--- config.mk ---
export PLATFORM = sky130hd
export DESIGN_NAME = dscc_clock_control
export DESIGN_NICKNAME = d
export VERILOG_FILES = /design/src/rtl/dscc_clock_control.v /design/src/rtl/dscc_phase_gen.v
export VERILOG_INCLUDE_DIRS = /design/src /design/src/rtl
export SDC_FILE = /design/constraint.sdc
export NUM_CORES = 1
export LEC_CHECK = 0
export BUFFER_PORTS_ARGS = -buffer_cell sky130_fd_sc_hd__buf_2
export CAP_MARGIN = 20
export CORE_AREA = 2 2 179 111
export DETAILED_ROUTE_END_ITERATION = 12
export DIE_AREA = 0 0 181 113
export PLACE_DENSITY = 0.41
export SLEW_MARGIN = 20
export SYNTH_ARGS = -nofsm -noshare
export SYNTH_HDL_FRONTEND = slang
export SYNTH_HIERARCHICAL = 1
export SYNTH_SLANG_ARGS = --single-unit
--- constraint.sdc ---
create_clock -name CLK -period 3.5 [get_ports CLK]
set_clock_uncertainty 0.05 [all_clocks]
set_input_delay 0.175 -clock CLK [delete_from_list [all_inputs] [get_ports CLK]]
set_output_delay 0.175 -clock CLK [all_outputs]
set_load 0.01 [all_outputs]
--- src/rtl/dscc_consts.vh ---
// Purpose: Constants of the double-speed clock control block
// Assumes: Special-function-register addresses are 8 bits
// Notes: Included by the clock control design files
`ifndef DSCC_CONSTS_VH
`define DSCC_CONSTS_VH

// ----------------------------------------
// Register addresses
// ----------------------------------------
`define DSCC_ADDR_CORE 8'h8f
`define DSCC_ADDR_SERIAL 8'haf

// ----------------------------------------
// Field positions, core and serial speed registers
// ----------------------------------------
`define DSCC_BIT_DOUBLE 0
`define DSCC_BIT_TIMER0 1
`define DSCC_BIT_TIMER1 2
`define DSCC_BIT_TIMER2 3
`define DSCC_BIT_UART 4
`define DSCC_BIT_PCA 5
`define DSCC_BIT_WDOG 6
`define DSCC_BIT_TWI 7
`define DSCC_BIT_SPI 0

// ----------------------------------------
// Reset values and timing counts
// ----------------------------------------
`define DSCC_CORE_RST 7'h00
`define DSCC_SPI_RST 1'b0
`define DSCC_PER_STD 4'hc
`define DSCC_PER_FAST 4'h6

`endif

--- src/rtl/dscc_clock_control.v ---
// Purpose: Standard / double-speed clock control with per-peripheral selects
// Assumes: CLK samples the crystal period strobe; SFR bus synchronous to CLK
// Notes: Whole-byte SFR writes only; reads return registered data
`timescale 1ns/1ps
`default_nettype none
`include "dscc_consts.vh"

module dscc_clock_control (
	input wire CLK,
	input wire SYS_RST,
	input wire CE,
	input wire CRYSTAL_INPUT,
	input wire SECURITY_DOUBLE,
	input wire SFR_WR,
	input wire SFR_RD,
	input wire [7:0] SFR_ADDR,
	input wire [7:0] SFR_WDATA,
	input wire [1:0] UART_MODE,
	output reg [7:0] SFR_RDATA,
	output reg SFR_HIT,
	output reg CORE_DOUBLE_ACTIVE,
	output reg CORE_TICK,
	output reg [7:0] PERIPH_FAST,
	output reg [7:0] PERIPH_TICK
);
	// ----------------------------------------
	// Helper functions
	// ----------------------------------------
	function eff_fast;
		input double;
		input sel;
		begin
			eff_fast = double & ~sel;
		end
	endfunction

	// ----------------------------------------
	// Register state
	// ----------------------------------------
	reg core_double_speed;
	reg strap_pending;
	reg two_wire_speed_select;
	reg watchdog_speed_select;
	reg counter_array_speed_select;
	reg uart_speed_select;
	reg timer_two_speed_select;
	reg timer_one_speed_select;
	reg timer_zero_speed_select;
	reg spi_speed_select;
	reg [6:0] reserved_bits;
	reg half_clk;
	reg xtal_prev;
	reg double_applied;
	wire xtal_rise;
	wire half_rise;
	wire osc_en;
	wire core_fast_unused;
	wire [7:0] core_image;
	wire [7:0] serial_image;
	wire [7:0] next_fast;
	wire [7:0] per_tick;
	wire core_tick_w;
	wire uart_fixed_mode;

	assign core_image = {two_wire_speed_select, watchdog_speed_select,
		counter_array_speed_select, uart_speed_select, timer_two_speed_select,
		timer_one_speed_select, timer_zero_speed_select, core_double_speed};
	assign serial_image = {reserved_bits, spi_speed_select};

	// ----------------------------------------
	// Register writes, reset and strap load
	// ----------------------------------------
	always @(posedge CLK) begin
		if (SYS_RST) begin
			core_double_speed <= 1'b0;
			strap_pending <= 1'b1;
			{two_wire_speed_select, watchdog_speed_select, counter_array_speed_select,
				uart_speed_select, timer_two_speed_select, timer_one_speed_select,
				timer_zero_speed_select} <= `DSCC_CORE_RST;
			spi_speed_select <= `DSCC_SPI_RST;
			reserved_bits <= 7'h00;
		end else if (CE) begin
			if (strap_pending) begin
				strap_pending <= 1'b0;
				core_double_speed <= SECURITY_DOUBLE;
			end else if (SFR_WR && SFR_ADDR == `DSCC_ADDR_CORE) begin
				// Whole byte only; selects stored even in standard mode
				{two_wire_speed_select, watchdog_speed_select, counter_array_speed_select,
					uart_speed_select, timer_two_speed_select, timer_one_speed_select,
					timer_zero_speed_select} <= SFR_WDATA[7:1];
				core_double_speed <= SFR_WDATA[`DSCC_BIT_DOUBLE];
			end
			if (SFR_WR && SFR_ADDR == `DSCC_ADDR_SERIAL) begin
				spi_speed_select <= SFR_WDATA[`DSCC_BIT_SPI];
				reserved_bits <= SFR_WDATA[7:1];
			end
		end
	end

	// ----------------------------------------
	// Crystal divider and glitch-free switch
	// ----------------------------------------
	assign xtal_rise = CRYSTAL_INPUT & ~xtal_prev;
	assign half_rise = xtal_rise & ~half_clk;

	always @(posedge CLK) begin
		if (SYS_RST) begin
			xtal_prev <= 1'b0;
			half_clk <= 1'b0;
			double_applied <= 1'b0;
		end else if (CE) begin
			xtal_prev <= CRYSTAL_INPUT;
			if (xtal_rise)
				half_clk <= ~half_clk;
			if (half_rise)
				double_applied <= core_double_speed;
		end
	end

	// Divider bypassed in double-speed: every crystal period counts
	assign osc_en = double_applied ? xtal_rise : half_rise;
	// Core counts 6 enabled periods; halved input makes 12 crystal periods
	assign core_fast_unused = 1'b1;

	dscc_phase_gen u_core (
		.clk(CLK),
		.rst(SYS_RST),
		.ce(CE),
		.osc_en(osc_en),
		.fast(core_fast_unused),
		.tick(core_tick_w)
	);

	// ----------------------------------------
	// Peripheral speed selects
	// ----------------------------------------
	// UART select acts only in modes 0 and 2
	assign uart_fixed_mode = (UART_MODE == 2'h0) || (UART_MODE == 2'h2);

	assign next_fast[0] = eff_fast(double_applied, timer_zero_speed_select);
	assign next_fast[1] = eff_fast(double_applied, timer_one_speed_select);
	assign next_fast[2] = eff_fast(double_applied, timer_two_speed_select);
	assign next_fast[3] = eff_fast(double_applied, uart_speed_select) & uart_fixed_mode;
	assign next_fast[4] = eff_fast(double_applied, counter_array_speed_select);
	assign next_fast[5] = eff_fast(double_applied, watchdog_speed_select);
	assign next_fast[6] = eff_fast(double_applied, two_wire_speed_select);
	assign next_fast[7] = eff_fast(double_applied, spi_speed_select);

	// Peripheral counters use the raw crystal strobe: 6 or 12 periods
	genvar gi;
	generate
		for (gi = 0; gi < 8; gi = gi + 1) begin : g_per
			dscc_phase_gen u_per (
				.clk(CLK),
				.rst(SYS_RST),
				.ce(CE),
				.osc_en(xtal_rise),
				.fast(next_fast[gi]),
				.tick(per_tick[gi])
			);
		end
	endgenerate

	// ----------------------------------------
	// Registered outputs and read port
	// ----------------------------------------
	always @(posedge CLK) begin
		if (SYS_RST) begin
			SFR_RDATA <= 8'h00;
			SFR_HIT <= 1'b0;
			CORE_DOUBLE_ACTIVE <= 1'b0;
			CORE_TICK <= 1'b0;
			PERIPH_FAST <= 8'h00;
			PERIPH_TICK <= 8'h00;
		end else if (CE) begin
			CORE_DOUBLE_ACTIVE <= double_applied;
			CORE_TICK <= core_tick_w;
			PERIPH_FAST <= next_fast;
			PERIPH_TICK <= per_tick;
			SFR_HIT <= SFR_RD && (SFR_ADDR == `DSCC_ADDR_CORE || SFR_ADDR == `DSCC_ADDR_SERIAL);
			if (SFR_RD && SFR_ADDR == `DSCC_ADDR_CORE)
				SFR_RDATA <= core_image;
			else if (SFR_RD && SFR_ADDR == `DSCC_ADDR_SERIAL)
				SFR_RDATA <= serial_image;
			else
				SFR_RDATA <= 8'h00;
		end
	end
endmodule // dscc_clock_control
`default_nettype wire

--- src/rtl/dscc_phase_gen.v ---
// Purpose: Cycle phase generator for one clock consumer
// Assumes: Enable strobe marks each oscillator period used
// Notes: Emits a one-cycle tick every 6 or 12 enabled periods
`timescale 1ns/1ps
`default_nettype none
`include "dscc_consts.vh"

module dscc_phase_gen (
	input wire clk,
	input wire rst,
	input wire ce,
	input wire osc_en,
	input wire fast,
	output reg tick
);
	reg [3:0] count;
	wire [3:0] last;

	assign last = fast ? (`DSCC_PER_FAST - 4'h1) : (`DSCC_PER_STD - 4'h1);

	// ----------------------------------------
	// Period counter
	// ----------------------------------------
	always @(posedge clk) begin
		if (rst) begin
			count <= 4'h0;
			tick <= 1'b0;
		end else if (ce) begin
			tick <= 1'b0;
			if (osc_en) begin
				if (count >= last) begin
					count <= 4'h0;
					tick <= 1'b1;
				end else begin
					count <= count + 4'h1;
				end
			end
		end
	end
endmodule // dscc_phase_gen
`default_nettype wire

# ---- Word level (Yosys, flattened, before mapping)
# Cells that the tools add are included.
dict set report word_totals {
  word_cells 136
  inputBits 25
  out_inout_bits 27
  reg_bits 92
}
dict set report op_classes {
  n_mux 40
  magnitude_cmp 9
  eq_ne 3
  n_addsub 9
  n_reduce_logical 15
  bitwise 22
}
# cell count
set ops {}
lappend ops {{$mux W4} 17}
lappend ops {{$add A4 B1 Y4 const B} 9}
lappend ops {{$ge A4 B4 Y1} 8}
lappend ops {{$mux W1} 21}
lappend ops {{$eq A8 B8 Y1 const B} 2}
lappend ops {{$mux W8} 2}
lappend ops {{$and A1 B1 Y1} 11}
lappend ops {{$not A1 Y1} 11}
lappend ops {{$reduce_and A2 Y1} 5}
lappend ops {{$logic_and A1 B1 Y1} 5}
lappend ops {{$ge A4 B3 Y1 const B} 1}
lappend ops {{$reduce_and A3 Y1} 1}
lappend ops {{$eq A2 B2 Y1 const B} 1}
lappend ops {{$logic_not A2 Y1} 1}
lappend ops {{$logic_or A1 B1 Y1} 2}
lappend ops {{$reduce_bool A2 Y1} 1}

# ---- Longest topological paths before layout
dict set report depth {
  ltp_word 7
  mapped_depth 8
  mapped_depth_nobuf 7
}

# ---- By module
# Netlist, hierarchy kept.
# module cells_each area_per_inst_um2 n_inst seq_area_each_um2
set by_module_without_submodules {}
lappend by_module_without_submodules {dscc_phase_gen 33 290.3 9 100.1}
lappend by_module_without_submodules {dscc_clock_control 210 2010.7 1 940.9}

# ---- Worst setup path after synthesis
# OpenSTA, ideal clock, no wires.
dict set report synth_timing {
  kind {flip-flop to flip-flop}
  from {register double_applied}
  to {register g_per[0].u_per.count[2]}
  path_slack_ns 1.562
  setup_ns 0.074
  required_time_ns 3.376
  period_less_slack_ns 1.938
  stages_incl_launch_ff 8
  path_buffers 1
  t_arrival_ns 1.813
  path_cell_list {dfxtp_1 > clkbuf_1 > nor2b_1 > ha_1 > a211o_1 > a21oi_2 > nand4b_1 > a31oi_1}
}
dict set report synth_between {
  elab_chain_cells 4
}
# element line_no
set synth_rtl {}
lappend synth_rtl {{from (decl)} dscc_clock_control.v:53} ;# reg double_applied;
lappend synth_rtl {{from (signal assigned)} dscc_clock_control.v:116} ;# double_applied <= core_double_speed;
lappend synth_rtl {{$and A1 B1 Y1} dscc_clock_control.v:33} ;# eff_fast = double & ~sel;
lappend synth_rtl {{via next_fast[0]} dscc_clock_control.v:60} ;# wire [7:0] next_fast;
lappend synth_rtl {{$mux W4} dscc_phase_gen.v:19} ;# assign last = fast ? (`DSCC_PER_FAST - 4'h1) : (`DSCC_PER_STD - 4'h1);
lappend synth_rtl {{$ge A4 B4 Y1} dscc_phase_gen.v:31} ;# if (count >= last) begin
lappend synth_rtl {{$mux W4} dscc_phase_gen.v:31}
lappend synth_rtl {{to (signal assigned)} dscc_phase_gen.v:35} ;# count <= count + 4'h1;
lappend synth_rtl {{to (decl)} dscc_phase_gen.v:16} ;# reg [3:0] count;
# The timed path passes the listed nets, and every way through them passes these cells.
# A chain may end at the register's enable or synchronous reset.

# ---- Worst setup path in the final report
dict set report layout_timing {
  from {register double_applied}
  to {register g_per[3].u_per.count[2]}
}
dict set report layout_between {
  elab_chain_cells 5
}
# element line_no
set layout_rtl {}
lappend layout_rtl {{$and A1 B1 Y1} dscc_clock_control.v:33}
lappend layout_rtl {{$and A1 B1 Y1} dscc_clock_control.v:143} ;# assign next_fast[3] = eff_fast(double_applied, uart_speed_select) & uart_fixed_mode;
lappend layout_rtl {{via next_fast[3]} dscc_clock_control.v:60}
lappend layout_rtl {{$mux W4} dscc_phase_gen.v:19}
lappend layout_rtl {{$ge A4 B4 Y1} dscc_phase_gen.v:31}
lappend layout_rtl {{$mux W4} dscc_phase_gen.v:31}
lappend layout_rtl {{to (signal assigned)} dscc_phase_gen.v:35}
lappend layout_rtl {{to (decl)} dscc_phase_gen.v:16}
# The timed path passes the listed nets, and every way through them passes these cells.

==> summary.txt <==
Timing
  • Transition time of the tightest slew-check pin: 878 ps
  • Worst rel slew slack: 0.414
  • Unrepaired setup endpoints after global routing: no
  • Achievable clock frequency: 407 MHz
  • Aggregate negative setup slack: 0 ps
  • Final Cycle Share: 0.701
  • Final Critical Period: 2450 ps
  • Number of failing setup endpoints in the final timing report: 0
  • Final hold viol count: 0
  • Number of max-slew violations in the final report: 0

Cells and area
  • Antenna diode count: 0
  • NumNets Final: 619
  • Count of filler cells inserted in the layout: 2007
  • Layout cells sized above 1: 0.165
  • Area occupied by registers: 1840 sq um
  • Area taken by multi-input logic gates: 2650 sq um
  • Leading cell type in the layout, fill and taps excluded: dfxtp_1
  • Highest-count cells in the layout ignoring fill and taps: dfxtp_1 (92), nand2_1 (54), buf_2 (50), nand3_1 (36), ha_1 (36)
  • Layout-stage area growth over the synthesis result: 18.1%

Place
  • Number of input and output port buffers inserted: 50
  • Routability-driven placement congestion ratio: 0.753
  • Dpl hpwl: 7.87 mm

Power and ir drop
  • Proportion of power drawn by the clock network: 0.461
  • Worst-case vdd ir drop: 0.000235 V
  • P_int: 1.77 mW
  • Sw power: 0.546 mW
  • Power density over cell area: 423 nW/um^2
  • Switching portion of total power: 0.236
  • Part of the total power dissipated in sequential elements: 0.469
  • Power consumption: 2.31 mW
  • Static Leakage: 2.24 nW
  • Part of the total power dissipated in combinational logic: 0.070

CTS
  • Maximum count of clock buffers along a single path: 2
  • Master cell of the clock root buffer: clkbuf_16
  • Resized cells post-CTS: 0
  • CTS tree: yes
  • Skew-Pair Late Insertion Delay: 340 ps
  • # hold bufs at CTS: 0
  • H-Tree Depth: 3
  • Post-CTS repair timing setup buffer count: 0
  • Clock transition at path regs: 70 ps
  • Inserted Clock Buffers: 9
  • TritonCTS sink count: 92

Floorplanning
  • Starting utilization of the core area: 0.247
  • # IOs: 52
  • Die height: 113 microns
  • Die extent in x: 181 microns
  • Total core area: 18700 sq um
  • Number of placement rows: 39
  • Overall die area: 20500 sq um

Setup path
  • Launching element type of the critical path: flop
  • Crit path buf inv count: 0
  • Critical Path Fanout Max: 11
  • Critical path class: reg -> reg
  • Worst EP arrival: 2680 ps
  • Series of cell instances along the critical path: nor3b_1, ha_1, a211o_1, a21oi_2, nand4b_1, a31oi_1
  • Nature of the critical path endpoint: flop
  • Longest individual stage delay on the worst path: 560 ps
  • Slowest cell on crit path: dfxtp_1
  • Gate family responsible for the most delay along the worst path: compound AO/OA/AOI/OAI gates
  • Required arrival time at the worst endpoint: 3720 ps

GRT
  • Vias in the first global route: 3734
  • Overflow left after global routing: 0
  • Global-route wire length before repair: 19.1 mm
  • Largest net degree at the start of global routing: 45
  • Antenna violations before repair: 0
  • GRT Overall Usage: 0.116

Synth
  • Most used flip-flop cell after synthesis: dfxtp_1
  • Number of flip-flops and latches in the synthesized netlist: 92
  • Sequential cell area fraction in the yosys report: 0.398
  • Cell area after technology mapping: 4620 sq um
  • Number of enable flip-flop cells after synthesis: 0
  • Post-Syn Area per Cell: 9.12 sq um
  • Cell variety after synth: 38
  • Post-synthesis async set-or-reset flop share: 0
  • Gate count after technology mapping: 507
  • Ys Warns: 6

Routing
  • Routed WL per cell: 13.8 microns
  • Routed vias: 3832
  • Count of nets left with antenna violations after detail routing: 0
  • First-pass detailed-route iteration total: 4
  • Final Routed Wirelength: 11.2 mm
  • Number of DRC markers in iteration 0: 179
  • Drc violations: 0
  • Per-cell via count in the routed design: 4.74

Min path
  • Path type of the worst min-delay path: in -> reg

Outcome
  • Status: finished clean

Flow run
  • Maximum capacitance violations: 0
-- metal layers --
layer  routed length [microns]  GRT usage  vias to the layer above
li1                          -          -                     1984
met1                      6160      0.168                     1778
met2                      4480      0.170                       58
met3                       345     0.0283                       12
met4                       177     0.0369                        0
met5                         0          0                        -
-- cells in the mapped netlist, drive strengths merged, types with 10 or more instances --
cell    number  area [sq um]
or3b        11          96.3
inv         12          45.0
ha          36           450
buf         10          63.8
a21oi       44           254
nand4       15          93.8
nand3b      19           143
and2        10          62.6
nand4b      13           135
o31ai       25           188
dfxtp       92          1840
nand3       36           180
mux2i       27           270
nor2        31           116
a31oi       19           119
nand2       54           203
-- registers in the layout (all words and copies together), names as in the netlist, 4 cells and up --
| name | flops |
|---|---|
| PERIPH_TICK | 8 |
| g_per.u_per/count | 32 |
| u_core/count | 4 |
| g_per.u_per/tick | 8 |
| PERIPH_FAST | 8 |
| SFR_RDATA | 8 |
| reserved_bits | 7 |
-- final cells by class --
class	count	share of cell area
sequential	92	0.337
inverter	12	0.00825
clock inverter	6	0.0160
timing repair buffer	55	0.0527
tap	246	0.0564
multi-input combinational	388	0.486
clock buffer	10	0.0438
-- power by group through the flow --
| stage | registers (mW) | clock network (mW) | logic (mW) |
|---|---|---|---|
| 2_1_floorplan | 1.10 | 0 | 0.103 |
| 3_3_place_gp | 1.11 | 0 | 0.161 |
| 3_5_place_dp | 1.11 | 0 | 0.165 |
| 5_1_grt | 1.09 | 1.15 | 0.187 |
| 6_report | 1.08 | 1.07 | 0.162 |
| 4_1_cts | 1.08 | 1.11 | 0.165 |
-- stage by stage --
step	std cells	utilization	instance area, sq um	setup WS [ps]	hold slack (ps)
floorplan	509	-	4630	1560	194
global placement	793	0.274	5130	1050	385
detailed placement	793	0.274	5130	1000	393
CTS	809	0.291	5460	993	39.8
global route	809	0.291	5460	791	48.4
finish	809	0.291	5460	1050	54.6
-- worst paths after layout --
kind,depth (start not counted),startpoint,end,slack (ps)
max,6,double_applied,g_per[3].u_per/count[2],1050
min,3,SFR_WDATA[7],reserved_bits[6],50
max reg2reg,6,double_applied,g_per[3].u_per/count[2],1050
min reg2reg,2,SFR_RDATA[7],SFR_RDATA[7],400
-- cell families after synthesis --
family                     synth area share
and+or+nand+nor                       0.244
adders and majority gates            0.0974
DFF                                   0.398
xor gates and xnor gates            0.00189
muxes                                0.0585
other                              0.000811
AOI/OAI and AO/OA                     0.170
buffers and inverters                0.0295
-- worst register-to-register path, stage by stage, from the launching register on --
cell and delay, ps:
dfxtp_1 560, nor3b_1 550, ha_1 330, a211o_1 300, a21oi_2 300, nand4b_1 140
a31oi_1 160
Note: power is estimated with default switching activity, not from simulation.
